===== src/design/ism_pkg.sv =====
// Function
// - Plain sleep stops primary, clears primary flag
// - Gate and source bits reset to zero
// - Sleep wake withholds clocks unless fast start
// - Primary flag set when primary drives system
// - Wake never alters gate or source bits
// - Idle stops CPU, peripherals keep selected source
// - Idle exits only on interrupt, watchdog, reset
// - Idle wake holds CPU about ten microseconds
// - Run on idle source until primary ready
// - Watchdog in low power wakes, never resets
// - Primary idle keeps primary and its flag
// - Primary idle wake stays on primary, flag set
// - Secondary idle switches, sets secondary flag
// - Secondary disabled: sleep becomes forced no-op
// - Secondary not oscillating: delay peripheral clocks
// - Secondary idle wake: swap flags after switch
// - Upper select bit picks internal multiplexer idle
// - Internal stable flag after about one millisecond
// - Already stable fast source keeps flag set
// - Zero frequency field: fast source off, flag clear
// - Internal idle wake: clear internal, set primary
// - Slow internal runs with watchdog or monitor
// - Switch pauses for eight new-source edges
// - At most one status flag outside primary run
package ism_pkg;

  // Register byte offsets
  localparam logic [7:0] OFS_CTRL = 8'h00;
  localparam logic [7:0] OFS_HOLDOFF = 8'h04;
  localparam logic [7:0] OFS_STATUS = 8'h08;

  // Control register field positions
  localparam int CTRL_SRC_LO = 0;
  localparam int CTRL_FREQ_LO = 4;
  localparam int CTRL_GATE = 7;
  localparam int CTRL_SEC_EN = 8;
  localparam int CTRL_WDT_EN = 9;
  localparam int CTRL_MON_EN = 10;
  localparam int CTRL_FAST_START = 11;

  // Status register field positions
  localparam int STAT_PRIMARY = 0;
  localparam int STAT_INTERNAL = 1;
  localparam int STAT_SECONDARY = 2;
  localparam int STAT_FSM_LO = 4;

  // Clock-source select codes
  localparam logic [1:0] SRC_PRIMARY = 2'h0;
  localparam logic [1:0] SRC_SECONDARY = 2'h1;

  // System clock source indication on sys_src
  localparam logic [1:0] SYS_NONE = 2'h0;
  localparam logic [1:0] SYS_PRIMARY = 2'h1;
  localparam logic [1:0] SYS_SECONDARY = 2'h2;
  localparam logic [1:0] SYS_INTERNAL = 2'h3;

  // Timing
  localparam int CLK_PERIOD_NS = 10;
  localparam int HOLDOFF_NS = 10000;
  localparam int SETTLE_NS = 1000000;
  localparam int HOLDOFF_CYC = HOLDOFF_NS / CLK_PERIOD_NS;
  localparam int SETTLE_CYC = (SETTLE_NS + CLK_PERIOD_NS - 1) / CLK_PERIOD_NS;
  localparam int SWITCH_EDGES = 8;

  // Reset values
  localparam logic [11:0] CTRL_RESET = 12'h000;
  localparam logic [15:0] HOLDOFF_RESET = 16'(HOLDOFF_CYC);

  // Low-power mode captured at the sleep instruction
  typedef enum logic [1:0] {
    LP_SLEEP = 2'h0,
    LP_PRIMARY = 2'h1,
    LP_SECONDARY = 2'h2,
    LP_INTERNAL = 2'h3
  } ism_lp_t;

  // Sequencer states, Gray along the usual path except the ST_SWITCH_BACK to ST_RUN step
  typedef enum logic [2:0] {
    ST_RUN = 3'h0,
    ST_SWITCH_IN = 3'h1,
    ST_LOW = 3'h3,
    ST_WAKE_HOLD = 3'h2,
    ST_ALT_RUN = 3'h6,
    ST_SWITCH_BACK = 3'h7,
    ST_WAIT_SEC = 3'h5,
    ST_SLEEP_WAKE = 3'h4
  } ism_state_t;

endpackage


===== src/design/ism_edge_counter.sv =====
// Counts rising edges of a foreign clock after a restart pulse
module ism_edge_counter #(
  parameter int EDGES = 8
) (
  // Clock and reset
  input wire logic ref_clk,
  input wire logic rst_n,
  // Control
  input wire logic start,
  input wire logic src_clk,
  // Result
  output logic done
);

  // Elaboration-time guard on the edge count
  if (EDGES < 1 || EDGES > 255) begin : g_bad
    $error("EDGES out of range");
  end

  // Whole state of the counter
  typedef struct packed {
    logic [1:0] sync;
    logic prev;
    logic [7:0] cnt;
  } ism_ec_t;

  ism_ec_t s_q, s_d;

  // Next state: sync stage one feeds only stage two
  always_comb begin
    s_d = s_q;
    s_d.sync = {s_q.sync[0], src_clk};
    s_d.prev = s_q.sync[1];
    if (start) begin
      s_d.cnt = 8'h00; // Restart on each switch
    end else if (s_q.sync[1] && !s_q.prev && s_q.cnt < 8'(EDGES)) begin
      s_d.cnt = s_q.cnt + 8'h01; // Rising edge of the new source
    end
  end

  // State register
  always_ff @(posedge ref_clk) begin
    if (!rst_n) begin
      s_q <= '0;
    end else begin
      s_q <= s_d;
    end
  end

  // Done once the full count is seen; not gated by start, which the sequencer derives from done
  assign done = (s_q.cnt == 8'(EDGES));

endmodule


===== src/design/ism_clock_manager.sv =====
// Power-managed mode sequencer with APB register access
//
// The implementer's own choices: the address map and the APB slave port.
module ism_clock_manager #(
  parameter int SETTLE_CYCLES = ism_pkg::SETTLE_CYC,
  parameter int SWITCH_EDGES = ism_pkg::SWITCH_EDGES
) (
  // Clock and reset
  input wire logic ref_clk,
  input wire logic rst_n,
  // APB slave
  input wire logic psel,
  input wire logic penable,
  input wire logic pwrite,
  input wire logic [7:0] paddr,
  input wire logic [31:0] pwdata,
  output logic [31:0] prdata,
  output logic pready,
  output logic pslverr,
  // CPU core
  input wire logic sleep_instr,
  output logic forced_nop,
  output logic cpu_clk_en,
  // Wake sources
  input wire logic irq_wake,
  input wire logic wdt_timeout,
  output logic wdt_reset_req,
  // Oscillator pins
  input wire logic primary_osc_clk,
  input wire logic secondary_osc_clk,
  input wire logic internal_mux_clk,
  input wire logic primary_ready,
  input wire logic secondary_running,
  // Clock tree control
  output logic periph_clk_en,
  output logic [1:0] sys_src,
  output logic primary_osc_en,
  output logic fast_internal_en,
  output logic slow_internal_en
);

  // Settling counter must fit its register
  if (SETTLE_CYCLES < 1 || SETTLE_CYCLES > 262143) begin : g_bad
    $error("SETTLE_CYCLES out of range");
  end

  // Whole state of the block
  typedef struct packed {
    ism_pkg::ism_state_t st;
    ism_pkg::ism_lp_t lp;
    logic [11:0] ctrl;
    logic [15:0] holdoff;
    logic [15:0] hold_cnt;
    logic [17:0] settle_cnt;
    logic fast_stable;
    logic flag_primary;
    logic flag_internal;
    logic flag_secondary;
    logic nop;
    logic [1:0] irq_sync;
    logic [1:0] wdt_sync;
    logic [1:0] prdy_sync;
    logic [1:0] srun_sync;
  } ism_state_all_t;

  ism_state_all_t s_q, s_d;

  // Field views of the control register
  logic gate;
  logic [1:0] src;
  logic [2:0] freq;
  logic fast_start;
  logic wake;
  logic sw_start;
  logic sw_done;
  logic sw_clk;
  logic apb_wr;
  logic mapped;

  assign gate = s_q.ctrl[ism_pkg::CTRL_GATE];
  assign src = s_q.ctrl[ism_pkg::CTRL_SRC_LO +: 2];
  assign freq = s_q.ctrl[ism_pkg::CTRL_FREQ_LO +: 3];
  assign fast_start = s_q.ctrl[ism_pkg::CTRL_FAST_START] | s_q.ctrl[ism_pkg::CTRL_MON_EN];

  // Only interrupt or watchdog restarts the CPU; reset is rst_n
  assign wake = s_q.irq_sync[1] | s_q.wdt_sync[1];

  // Decode helpers
  function automatic logic is_mapped(input logic [7:0] a);
    is_mapped = (a == ism_pkg::OFS_CTRL) || (a == ism_pkg::OFS_HOLDOFF) || (a == ism_pkg::OFS_STATUS);
  endfunction

  // Zero-wait APB: each access completes in its first access cycle
  assign mapped = is_mapped(paddr);
  assign pready = 1'b1;
  assign pslverr = psel & penable & ~mapped;
  assign apb_wr = psel & penable & pwrite & mapped;

  // Read mux; unmapped and reserved bits read zero
  always_comb begin
    prdata = 32'h0000_0000;
    if (psel && !pwrite) begin
      unique case (paddr)
        ism_pkg::OFS_CTRL: prdata = {20'h00000, s_q.ctrl};
        ism_pkg::OFS_HOLDOFF: prdata = {16'h0000, s_q.holdoff};
        ism_pkg::OFS_STATUS: prdata = {25'h0000000, 3'(s_q.st), 1'b0, s_q.flag_secondary,
                                       s_q.flag_internal, s_q.flag_primary};
        default: prdata = 32'h0000_0000;
      endcase
    end
  end

  // Switch counter restarts on entering either switching state
  assign sw_start = ((s_d.st == ism_pkg::ST_SWITCH_IN) || (s_d.st == ism_pkg::ST_SWITCH_BACK)) &&
                    (s_d.st != s_q.st);

  // New source being counted
  always_comb begin
    if (s_q.st == ism_pkg::ST_SWITCH_BACK) begin
      sw_clk = primary_osc_clk;
    end else if (s_q.lp == ism_pkg::LP_SECONDARY) begin
      sw_clk = secondary_osc_clk;
    end else begin
      sw_clk = internal_mux_clk;
    end
  end

  // Eight-edge synchroniser for every clock switch
  ism_edge_counter #(
    .EDGES(SWITCH_EDGES)
  ) u_switch (
    .ref_clk(ref_clk),
    .rst_n(rst_n),
    .start(sw_start),
    .src_clk(sw_clk),
    .done(sw_done)
  );

  // Next-state logic
  always_comb begin
    s_d = s_q;
    s_d.nop = 1'b0;
    // Pin synchronisers; stage one is read only by stage two
    s_d.irq_sync = {s_q.irq_sync[0], irq_wake};
    s_d.wdt_sync = {s_q.wdt_sync[0], wdt_timeout};
    s_d.prdy_sync = {s_q.prdy_sync[0], primary_ready};
    s_d.srun_sync = {s_q.srun_sync[0], secondary_running};

    // Software writes only; the sequencer never touches ctrl
    if (apb_wr && paddr == ism_pkg::OFS_CTRL) begin
      s_d.ctrl = pwdata[11:0];
    end
    if (apb_wr && paddr == ism_pkg::OFS_HOLDOFF) begin
      s_d.holdoff = pwdata[15:0];
    end

    // Fast internal source settling
    if (freq == 3'h0) begin
      s_d.fast_stable = 1'b0;
      s_d.settle_cnt = 18'h00000;
    end else if (!s_q.fast_stable) begin
      if (s_q.settle_cnt >= 18'(SETTLE_CYCLES - 1)) begin
        s_d.fast_stable = 1'b1;
      end else begin
        s_d.settle_cnt = s_q.settle_cnt + 18'h00001;
      end
    end

    unique case (s_q.st)
      // Full-power run on the primary source
      ism_pkg::ST_RUN: begin
        if (sleep_instr) begin
          if (!gate && src == ism_pkg::SRC_PRIMARY) begin
            s_d.lp = ism_pkg::LP_SLEEP;
            s_d.st = ism_pkg::ST_LOW;
            s_d.flag_primary = 1'b0;
            s_d.flag_internal = 1'b0;
            s_d.flag_secondary = 1'b0;
          end else if (gate && src == ism_pkg::SRC_PRIMARY) begin
            s_d.lp = ism_pkg::LP_PRIMARY;
            s_d.st = ism_pkg::ST_LOW;
          end else if (gate && src == ism_pkg::SRC_SECONDARY) begin
            if (!s_q.ctrl[ism_pkg::CTRL_SEC_EN]) begin
              s_d.nop = 1'b1;
            end else begin
              s_d.lp = ism_pkg::LP_SECONDARY;
              s_d.st = s_q.srun_sync[1] ? ism_pkg::ST_SWITCH_IN : ism_pkg::ST_WAIT_SEC;
            end
          end else if (gate) begin
            s_d.lp = ism_pkg::LP_INTERNAL;
            s_d.st = ism_pkg::ST_SWITCH_IN;
          end else begin
            s_d.nop = 1'b1; // Run modes are not served here
          end
        end
      end
      // Secondary enabled but not oscillating yet
      ism_pkg::ST_WAIT_SEC: begin
        if (s_q.srun_sync[1]) begin
          s_d.st = ism_pkg::ST_SWITCH_IN;
        end
      end
      // Clocks paused while the new source is counted in
      ism_pkg::ST_SWITCH_IN: begin
        if (sw_done) begin
          s_d.st = ism_pkg::ST_LOW;
          s_d.flag_primary = 1'b0;
          s_d.flag_secondary = (s_q.lp == ism_pkg::LP_SECONDARY);
        end
      end
      // Sleep or idle; wake by interrupt or watchdog
      ism_pkg::ST_LOW: begin
        if (wake) begin
          if (s_q.lp == ism_pkg::LP_SLEEP) begin
            s_d.st = ism_pkg::ST_SLEEP_WAKE;
          end else begin
            s_d.st = ism_pkg::ST_WAKE_HOLD;
            s_d.hold_cnt = 16'h0000;
          end
        end
      end
      // CPU held off after an idle wake
      ism_pkg::ST_WAKE_HOLD: begin
        if (s_q.hold_cnt + 16'h0001 >= s_q.holdoff) begin
          s_d.st = (s_q.lp == ism_pkg::LP_PRIMARY) ? ism_pkg::ST_RUN : ism_pkg::ST_ALT_RUN;
        end else begin
          s_d.hold_cnt = s_q.hold_cnt + 16'h0001;
        end
      end
      // CPU runs on the idle source until primary is ready
      ism_pkg::ST_ALT_RUN: begin
        if (s_q.prdy_sync[1]) begin
          s_d.st = ism_pkg::ST_SWITCH_BACK;
        end
      end
      // Sleep wake: wait for primary, clocks withheld or internal
      ism_pkg::ST_SLEEP_WAKE: begin
        if (s_q.prdy_sync[1]) begin
          s_d.st = ism_pkg::ST_SWITCH_BACK;
        end
      end
      // Switch back to primary after eight of its edges
      ism_pkg::ST_SWITCH_BACK: begin
        if (sw_done) begin
          s_d.st = ism_pkg::ST_RUN;
          s_d.flag_primary = 1'b1;
          s_d.flag_secondary = 1'b0;
          s_d.flag_internal = 1'b0;
        end
      end
    endcase

    // Internal flag only while the settled fast source drives the system
    if (s_d.lp == ism_pkg::LP_INTERNAL && !s_d.flag_primary && s_d.st != ism_pkg::ST_SWITCH_IN &&
        s_d.st != ism_pkg::ST_RUN) begin
      s_d.flag_internal = s_d.fast_stable;
    end
  end

  // State register; control bits reset to zero for Sleep selection
  always_ff @(posedge ref_clk) begin
    if (!rst_n) begin
      s_q <= '0;
      s_q.st <= ism_pkg::ST_RUN;
      s_q.lp <= ism_pkg::LP_SLEEP;
      s_q.ctrl <= ism_pkg::CTRL_RESET;
      s_q.holdoff <= ism_pkg::HOLDOFF_RESET;
      s_q.flag_primary <= 1'b1;
    end else begin
      s_q <= s_d;
    end
  end

  // Forced no-op pulse back to the core
  assign forced_nop = s_q.nop;

  // Watchdog resets only in full-power run; in sleep or idle it wakes
  assign wdt_reset_req = s_q.wdt_sync[1] && (s_q.st == ism_pkg::ST_RUN);

  // Clock tree control from the sequencer state
  always_comb begin
    cpu_clk_en = 1'b0;
    periph_clk_en = 1'b0;
    sys_src = ism_pkg::SYS_NONE;
    primary_osc_en = 1'b1;
    unique case (s_q.st)
      ism_pkg::ST_RUN: begin
        cpu_clk_en = 1'b1;
        periph_clk_en = 1'b1;
        sys_src = ism_pkg::SYS_PRIMARY;
      end
      ism_pkg::ST_WAIT_SEC, ism_pkg::ST_SWITCH_IN: begin
        primary_osc_en = 1'b0; // Clocks paused during the switch
      end
      ism_pkg::ST_LOW, ism_pkg::ST_WAKE_HOLD, ism_pkg::ST_ALT_RUN: begin
        // Idle keeps peripherals on the selected source
        periph_clk_en = (s_q.lp != ism_pkg::LP_SLEEP);
        cpu_clk_en = (s_q.st == ism_pkg::ST_ALT_RUN);
        primary_osc_en = (s_q.lp == ism_pkg::LP_PRIMARY) || (s_q.st == ism_pkg::ST_ALT_RUN);
        unique case (s_q.lp)
          ism_pkg::LP_PRIMARY: sys_src = ism_pkg::SYS_PRIMARY;
          ism_pkg::LP_SECONDARY: sys_src = ism_pkg::SYS_SECONDARY;
          ism_pkg::LP_INTERNAL: sys_src = ism_pkg::SYS_INTERNAL;
          ism_pkg::LP_SLEEP: sys_src = ism_pkg::SYS_NONE;
        endcase
      end
      ism_pkg::ST_SLEEP_WAKE: begin
        // Fast start runs the system on internal meanwhile
        cpu_clk_en = fast_start;
        periph_clk_en = fast_start;
        sys_src = fast_start ? ism_pkg::SYS_INTERNAL : ism_pkg::SYS_NONE;
      end
      ism_pkg::ST_SWITCH_BACK: begin
        sys_src = ism_pkg::SYS_NONE;
      end
    endcase
  end

  // Fast source follows the frequency field
  assign fast_internal_en = (freq != 3'h0);

  // Slow source for watchdog, monitor, zero-field internal use
  assign slow_internal_en = s_q.ctrl[ism_pkg::CTRL_WDT_EN] | s_q.ctrl[ism_pkg::CTRL_MON_EN] |
                            (fast_start && s_q.st == ism_pkg::ST_SLEEP_WAKE) |
                            (s_q.lp == ism_pkg::LP_INTERNAL && freq == 3'h0 && s_q.st != ism_pkg::ST_RUN);

endmodule


===== config.mk =====
export PLATFORM = sky130hd
export DESIGN_NAME = ism_clock_manager
export DESIGN_NICKNAME = d
export VERILOG_FILES = /design/src/design/ism_pkg.sv /design/src/design/ism_edge_counter.sv /design/src/design/ism_clock_manager.sv
export SDC_FILE = /design/constraint.sdc
export NUM_CORES = 1
export LEC_CHECK = 0
export BUFFER_PORTS_ARGS = -buffer_cell sky130_fd_sc_hd__buf_4
export CAP_MARGIN = 25
export CORE_MARGIN = 2
export CORE_UTILIZATION = 43
export DETAILED_ROUTE_END_ITERATION = 16
export PLACE_DENSITY = 0.62
export SLEW_MARGIN = 20
export SYNTH_ARGS = -nofsm -noshare
export SYNTH_HDL_FRONTEND = slang
export SYNTH_HIERARCHICAL = 1
export SYNTH_SLANG_ARGS = --single-unit

===== constraint.sdc =====
create_clock -name ref_clk -period 6.7 [get_ports ref_clk]
set_input_delay 0.67 -clock ref_clk [delete_from_list [all_inputs] [get_ports ref_clk]]
set_output_delay 0.67 -clock ref_clk [all_outputs]
set_load 0.03 [all_outputs]

==> metrics.txt, run 1 <==
status=completed; Post-CTS Setup Bufs=0; Design Power=1.20 mW; DRT Pass-1 Iters=4; Critical R2R Capture=u_switch/s_q[1]; Final ANT Viol Nets=0; Placer Congestion=0.899; vias per cell=5.34; antenna violations before repair=0; core area=11400 sq um; synth warn=6; register bit total from synthesis=91; slew margin rel.=36.5%; GRT Residual Overflow=0; setup tns final=0 ns; count of unique library cells instantiated by Yosys=59; die width=112 um; Die ar.=12500 sq um; clock sinks=91; setup violators final=0; period utilization=70.3%; post-detail-place hpwl=8.85 mm; Fmax=0.212 GHz; Max Root-Sink Buffers=2; hold worst-path end=s_q[7]; FF-to-FF path depth=16; vias in the first global route=4292; fill count=1144; # diodes=0; hold crit path type=reg -> reg; drt total wl=12.4 mm; largest net degree at the start of global routing=39; R2R Path Start=s_q[31]; initial core utilization=44.0%; worst path required time=6.97 ns; R2R setup slack=1.99 ns; Least-Margin Pin Slew=0.949 ns; CTS tree=done; Root Driver=clkbuf_16; H-tree levels=3; VDD IR max=0.195 mV; I/O pin count=96; Most common cell on crit path=a21o_1; critical path type=reg -> reg; hold path start=s_d[7]; unrepaired setup endpoints after global routing=false; Pleak=2.41 nW; CP cell instances=nand3_1, nor2_1, and4_1, nand4_1, xnor2_1, ha_1, a21o_1, a21o_1, a2111o_1, a211oi_4, or4_1, a311o_1, o22ai_1, and2b_1, nand2_1, mux2i_1; WL/cell=15.0 um; Final Hold Viols=0; Final Critical Period=4.71 ns; nets@finish=753; Clk pin slew, worst setup/hold paths=0.07 ns; Seq. cell area=1820 sq um; CP arrival=4.98 ns; Starting DRT DRC Count=244; Syn-to-layout area delta=14.9%; Syn Area/Cell=7.83 sq um; number of port buffers=62; power density cells=209 nW/um^2; CP Launch Type=register; row cnt=39; first-pass GRT wire length=20.5 mm; most frequent cells in the layout=dfxtp_1, nand2_1, nor2_1; FFs w/ async S/R, synth=0%; Post-synth EDFFs=0; Seq/Total Area, Yosys=36.4%; gate count of the mapped netlist=639; post-CTS sizing=0; Critical Path Fanout Max=19; ys flop type=dfxtp_1; layout cell share with drive strength beyond 1=13.3%; Cells on Worst Hold Path=1; Clock Skew=0.0103 ns; Clock Latency Late Sink=0.35 ns; endpoint class of the critical path=register; Via Count=4423; Chip Height=112 um; Max Slew Vio Count=0; hold_buf cts=0; total CTS buffers=9; max_cap viols=0; Total GRT Usage=20.1%; area of the multi-input gates=2890 sq um; slowest cell delay on critical path=0.71 ns; Worst path slowest cell=a211oi_4; synthesized area=5000 sq um; most common cell after layout, fill and taps aside=dfxtp_1; drc violations=0
[report_power, final]
group          switching (mW)  internal, mW
Combinational           0.105        0.0587
Clock                   0.214         0.261
Sequential             0.0109         0.549
[sequential cells by signal, summed over array words and instances (netlist names)]
name and flops:
s_q 71, u_switch/s_q 9, s_d 4, freq 3, u_switch/s_d 2, forced_nop 1
gate 1
[cells by family after synthesis]
| kind of cell | share of synthesized area [%] |
|---|---|
| xor gates and xnor gates | 5.08 |
| and+or+nand+nor | 27.5 |
| AOI/OAI and AO/OA | 14.8 |
| buffers and inverters | 7.03 |
| DFF | 36.4 |
| muxes | 4.05 |
| other | 0.150 |
| adders and majority gates | 5.00 |
[layer usage]
layer	vias up	track usage, %	part of all wire [%]
met4	0	5.02	0.88
met3	8	4.74	4.7
met5	-	0	0
met1	2068	25.5	47
li1	2250	-	-
met2	97	34.5	48
[critical path, delay by kind of cell, from the launching register on]
kind | cells | cell delay, ns
xor+xnor | 1 | 0.26
mux | 1 | 0.14
flops | 1 | 0.41
simple gates | 7 | 1.74
fa+ha+maj | 1 | 0.30
compound gates | 6 | 1.77
[worst max path at each step]
stage	end	slack (ns)	startpoint	cells past startpoint
floorplan	u_switch/s_q[7]	2.68	s_q[31]	17
global placement	u_switch/s_q[2]	2.19	s_q[31]	16
detailed placement	u_switch/s_q[0]	2.02	s_q[31]	17
CTS	u_switch/s_q[1]	2.00	s_q[31]	16
global route	u_switch/s_q[1]	1.64	s_q[31]	17
finish	u_switch/s_q[1]	1.99	s_q[31]	16
[metrics by stage]
| stage | setup slack, ns | hold WS [ns] | instance area, sq um | std cells | utilization (%) |
|---|---|---|---|---|---|
| after detailed placement | 2.02 | 0.421 | 5470 | 812 | 48.1 |
| final | 1.99 | 0.441 | 5750 | 828 | 50.5 |
| after global placement | 2.19 | 0.420 | 5470 | 812 | 48.1 |
| after CTS | 2.00 | 0.441 | 5750 | 828 | 50.5 |
| after floorplan | 2.68 | 0.412 | 5060 | 654 | - |
| after global routing | 1.64 | 0.453 | 5750 | 828 | 50.5 |
[cells in the mapped netlist, drive strengths merged (9+ instances only)]
cell type  count  area [sq um]
nor3          13          75.1
nand2         87           327
o21ai         24           120
inv           23          86.3
and3          12          75.1
buf           22           156
clkbuf        29           109
o211ai         9          67.6
dfxtp         91          1820
xnor2          9          78.8
and2          25           158
mux2i         18           180
ha            20           250
nand4         10          62.6
xor2          20           175
a21oi         56           280
nand3         18          90.1
nor2          75           282
[cell type report]
cell class	instances	area share (%)
Clock buffer	12	4.29
Sequential cell	91	31.7
Timing Repair Buffer	66	8.62
Multi-Input combinational cell	489	50.3
Clock inverter	4	0.457
Inverter	23	1.50
Tap cell	143	3.11
No activity file was read; power rests on OpenSTA's default activity.
==> run 2: changes to the inputs <==
--- a/config.mk
+++ b/config.mk
@@ -10,7 +10,7 @@
 export CORE_MARGIN = 2
 export CORE_UTILIZATION = 43
 export DETAILED_ROUTE_END_ITERATION = 16
-export PLACE_DENSITY = 0.62
+export PLACE_DENSITY = 0.64
 export SLEW_MARGIN = 20
 export SYNTH_ARGS = -nofsm -noshare
 export SYNTH_HDL_FRONTEND = slang
==> constraint.sdc (replaced) <==
create_clock -name ref_clk -period 4 [get_ports ref_clk]
set_input_delay 0.4 -clock ref_clk [delete_from_list [all_inputs] [get_ports ref_clk]]
set_output_delay 0.4 -clock ref_clk [all_outputs]
set_load 0.03 [all_outputs]
==> run 2 against run 1 <==
Utilization grew 1.9 points. Via count is 2.4% higher. Sequential power is 68% higher. Setup slack got worse by 1.8 ns. Hold slack lost 0.18 ns. Flip-flop and latch count unchanged. Die area stayed put. Critical path type unchanged. Largest cell class unchanged.
==> metrics.txt, run 2 (same netlist as run 1, synthesis figures left out) <==
status=completed; R2R Path Start=s_q[31]; max_cap viols=0; Least-Margin Pin Slew=0.821 ns; Final Hold Viols=0; die width=112 um; Chip Height=112 um; Reg power frac=44.0%; Total GRT Usage=19.6%; Via Count=4527; Clk pin slew, worst setup/hold paths=0.06 ns; critical path type=reg -> reg; Root Driver=clkbuf_16; nets@finish=767; Pleak=2.51 nW; GRT Residual Overflow=0; sw frac=26.0%; I/O pin count=96; post-detail-place hpwl=8.93 mm; hold path start=wdt_timeout; crit path capture=u_switch/s_q[7]; hold crit path type=in -> reg; Placement Setup Slack=-0.0453 ns; Largest Register=s_q; VDD IR max=0.242 mV; Psw=555 uW; first-pass GRT wire length=20.0 mm; Largest register FFs=71; CP arrival=4.08 ns; endpoint class of the critical path=register; Post-CTS Setup Bufs=0; setup violators final=0; Fmax=0.260 GHz; most common cell after layout, fill and taps aside=dfxtp_1; Pint=1.58 mW; Syn-to-layout area delta=19.2%; combinational fraction of design power=13.5%; drt total wl=12.4 mm; clock sinks=91; most frequent cells in the layout=dfxtp_1, nand2_1, buf_4; power density cells=358 nW/um^2; Placer Congestion=0.891; worst path required time=4.24 ns; core area=11400 sq um; DRT Pass-1 Iters=5; period utilization=96.0%; slew margin rel.=45.0%; vias per cell=5.38; row cnt=39; Final ANT Viol Nets=0; Clock Latency Late Sink=0.34 ns; # diodes=0; Design Power=2.14 mW; layout cell share with drive strength beyond 1=16.5%; Die ar.=12500 sq um; Clock Power Share=42.6%; antenna violations before repair=0; number of port buffers=62; Max Slew Vio Count=0; CTS tree=done; final non-filler cell total=842; Critical Path Fanout Max=11; largest net degree at the start of global routing=42; vias in the first global route=4236; Critical R2R Capture=u_switch/s_q[7]; initial core utilization=44.0%; CP Launch Type=register; Placed Cells=826; Final Critical Period=3.84 ns; FF-to-FF path depth=16; Max Root-Sink Buffers=2; critical path startpoint=s_q[31]; WL/cell=14.7 um; final setup margin=0.159 ns; total CTS buffers=9; Starting DRT DRC Count=223; drc violations=0; Clock Skew=0.00857 ns; H-tree levels=3; R2R setup slack=0.16 ns
## run 2: final cells by class
class	instances	area, sq um
clock buffers	11	233
clock inverters	5	86.3
fillers	1095	5410
inverters	23	86.3
multi-input cells	489	2950
flip-flops and latches	91	1820
well taps	143	179
repair buffers	80	601
## run 2: per-stage QoR
stage                     utilization (%)  hold WS, ns  setup TNS [ns]  cell area, sq um
after global placement               49.0        0.421               0              5580
after floorplan                         -        0.412               0              5060
after global routing                 52.4        0.261          -0.116              5960
after CTS                            52.0        0.257               0              5910
after detailed placement             49.1        0.422          -0.106              5580
final                                52.4        0.265               0              5960
## run 2: critical path, cell delays in order, from the launching register on
cell and delay (ns):
dfxtp_2 0.40, ha_4 0.17, and3_1 0.18, and3_1 0.24
nand3_4 0.13, nor2_4 0.17, xor2_2 0.10, ha_1 0.29
nand4_1 0.19, nor3_2 0.25, a2111o_1 0.23, a211oi_4 0.05
or4_1 0.41, a311o_1 0.37, o22ai_1 0.11, and2b_4 0.24
and2_2 0.19
## run 2: worst min path at each step
stage                                  to  slack [ns]  cells past startpoint
after floorplan           u_switch/s_d[8]        0.41                      1
after global placement             s_q[5]        0.42                      1
after detailed placement           s_q[1]        0.42                      1
after CTS                          s_d[5]        0.26                      2
after global routing               s_d[5]        0.26                      2
final                              s_d[5]        0.26                      2
## run 2: per-layer routing
layer  track usage [%]  part of all wire, %
met1              24.4                   44
met4              5.93                  1.6
met2              33.7                   50
met3              4.52                  5.3
met5                 0                    0
## run 2: repair_timing
item	in CTS	in global routing
gates resized for setup	3	11
hold buffers	0	0
cloned	0	0
endpoints found under the setup margin	8	8
pin swaps	1	2
endpoints found under the hold margin	0	0
## run 2: power by group through the flow
stage,registers [mW],clock network (mW),logic (mW)
6_report,0.939,0.909,0.288
5_1_grt,0.941,0.967,0.315
4_1_cts,0.937,0.931,0.286
3_5_place_dp,0.958,0,0.285
3_3_place_gp,0.957,0,0.280
2_1_floorplan,0.947,0,0.208
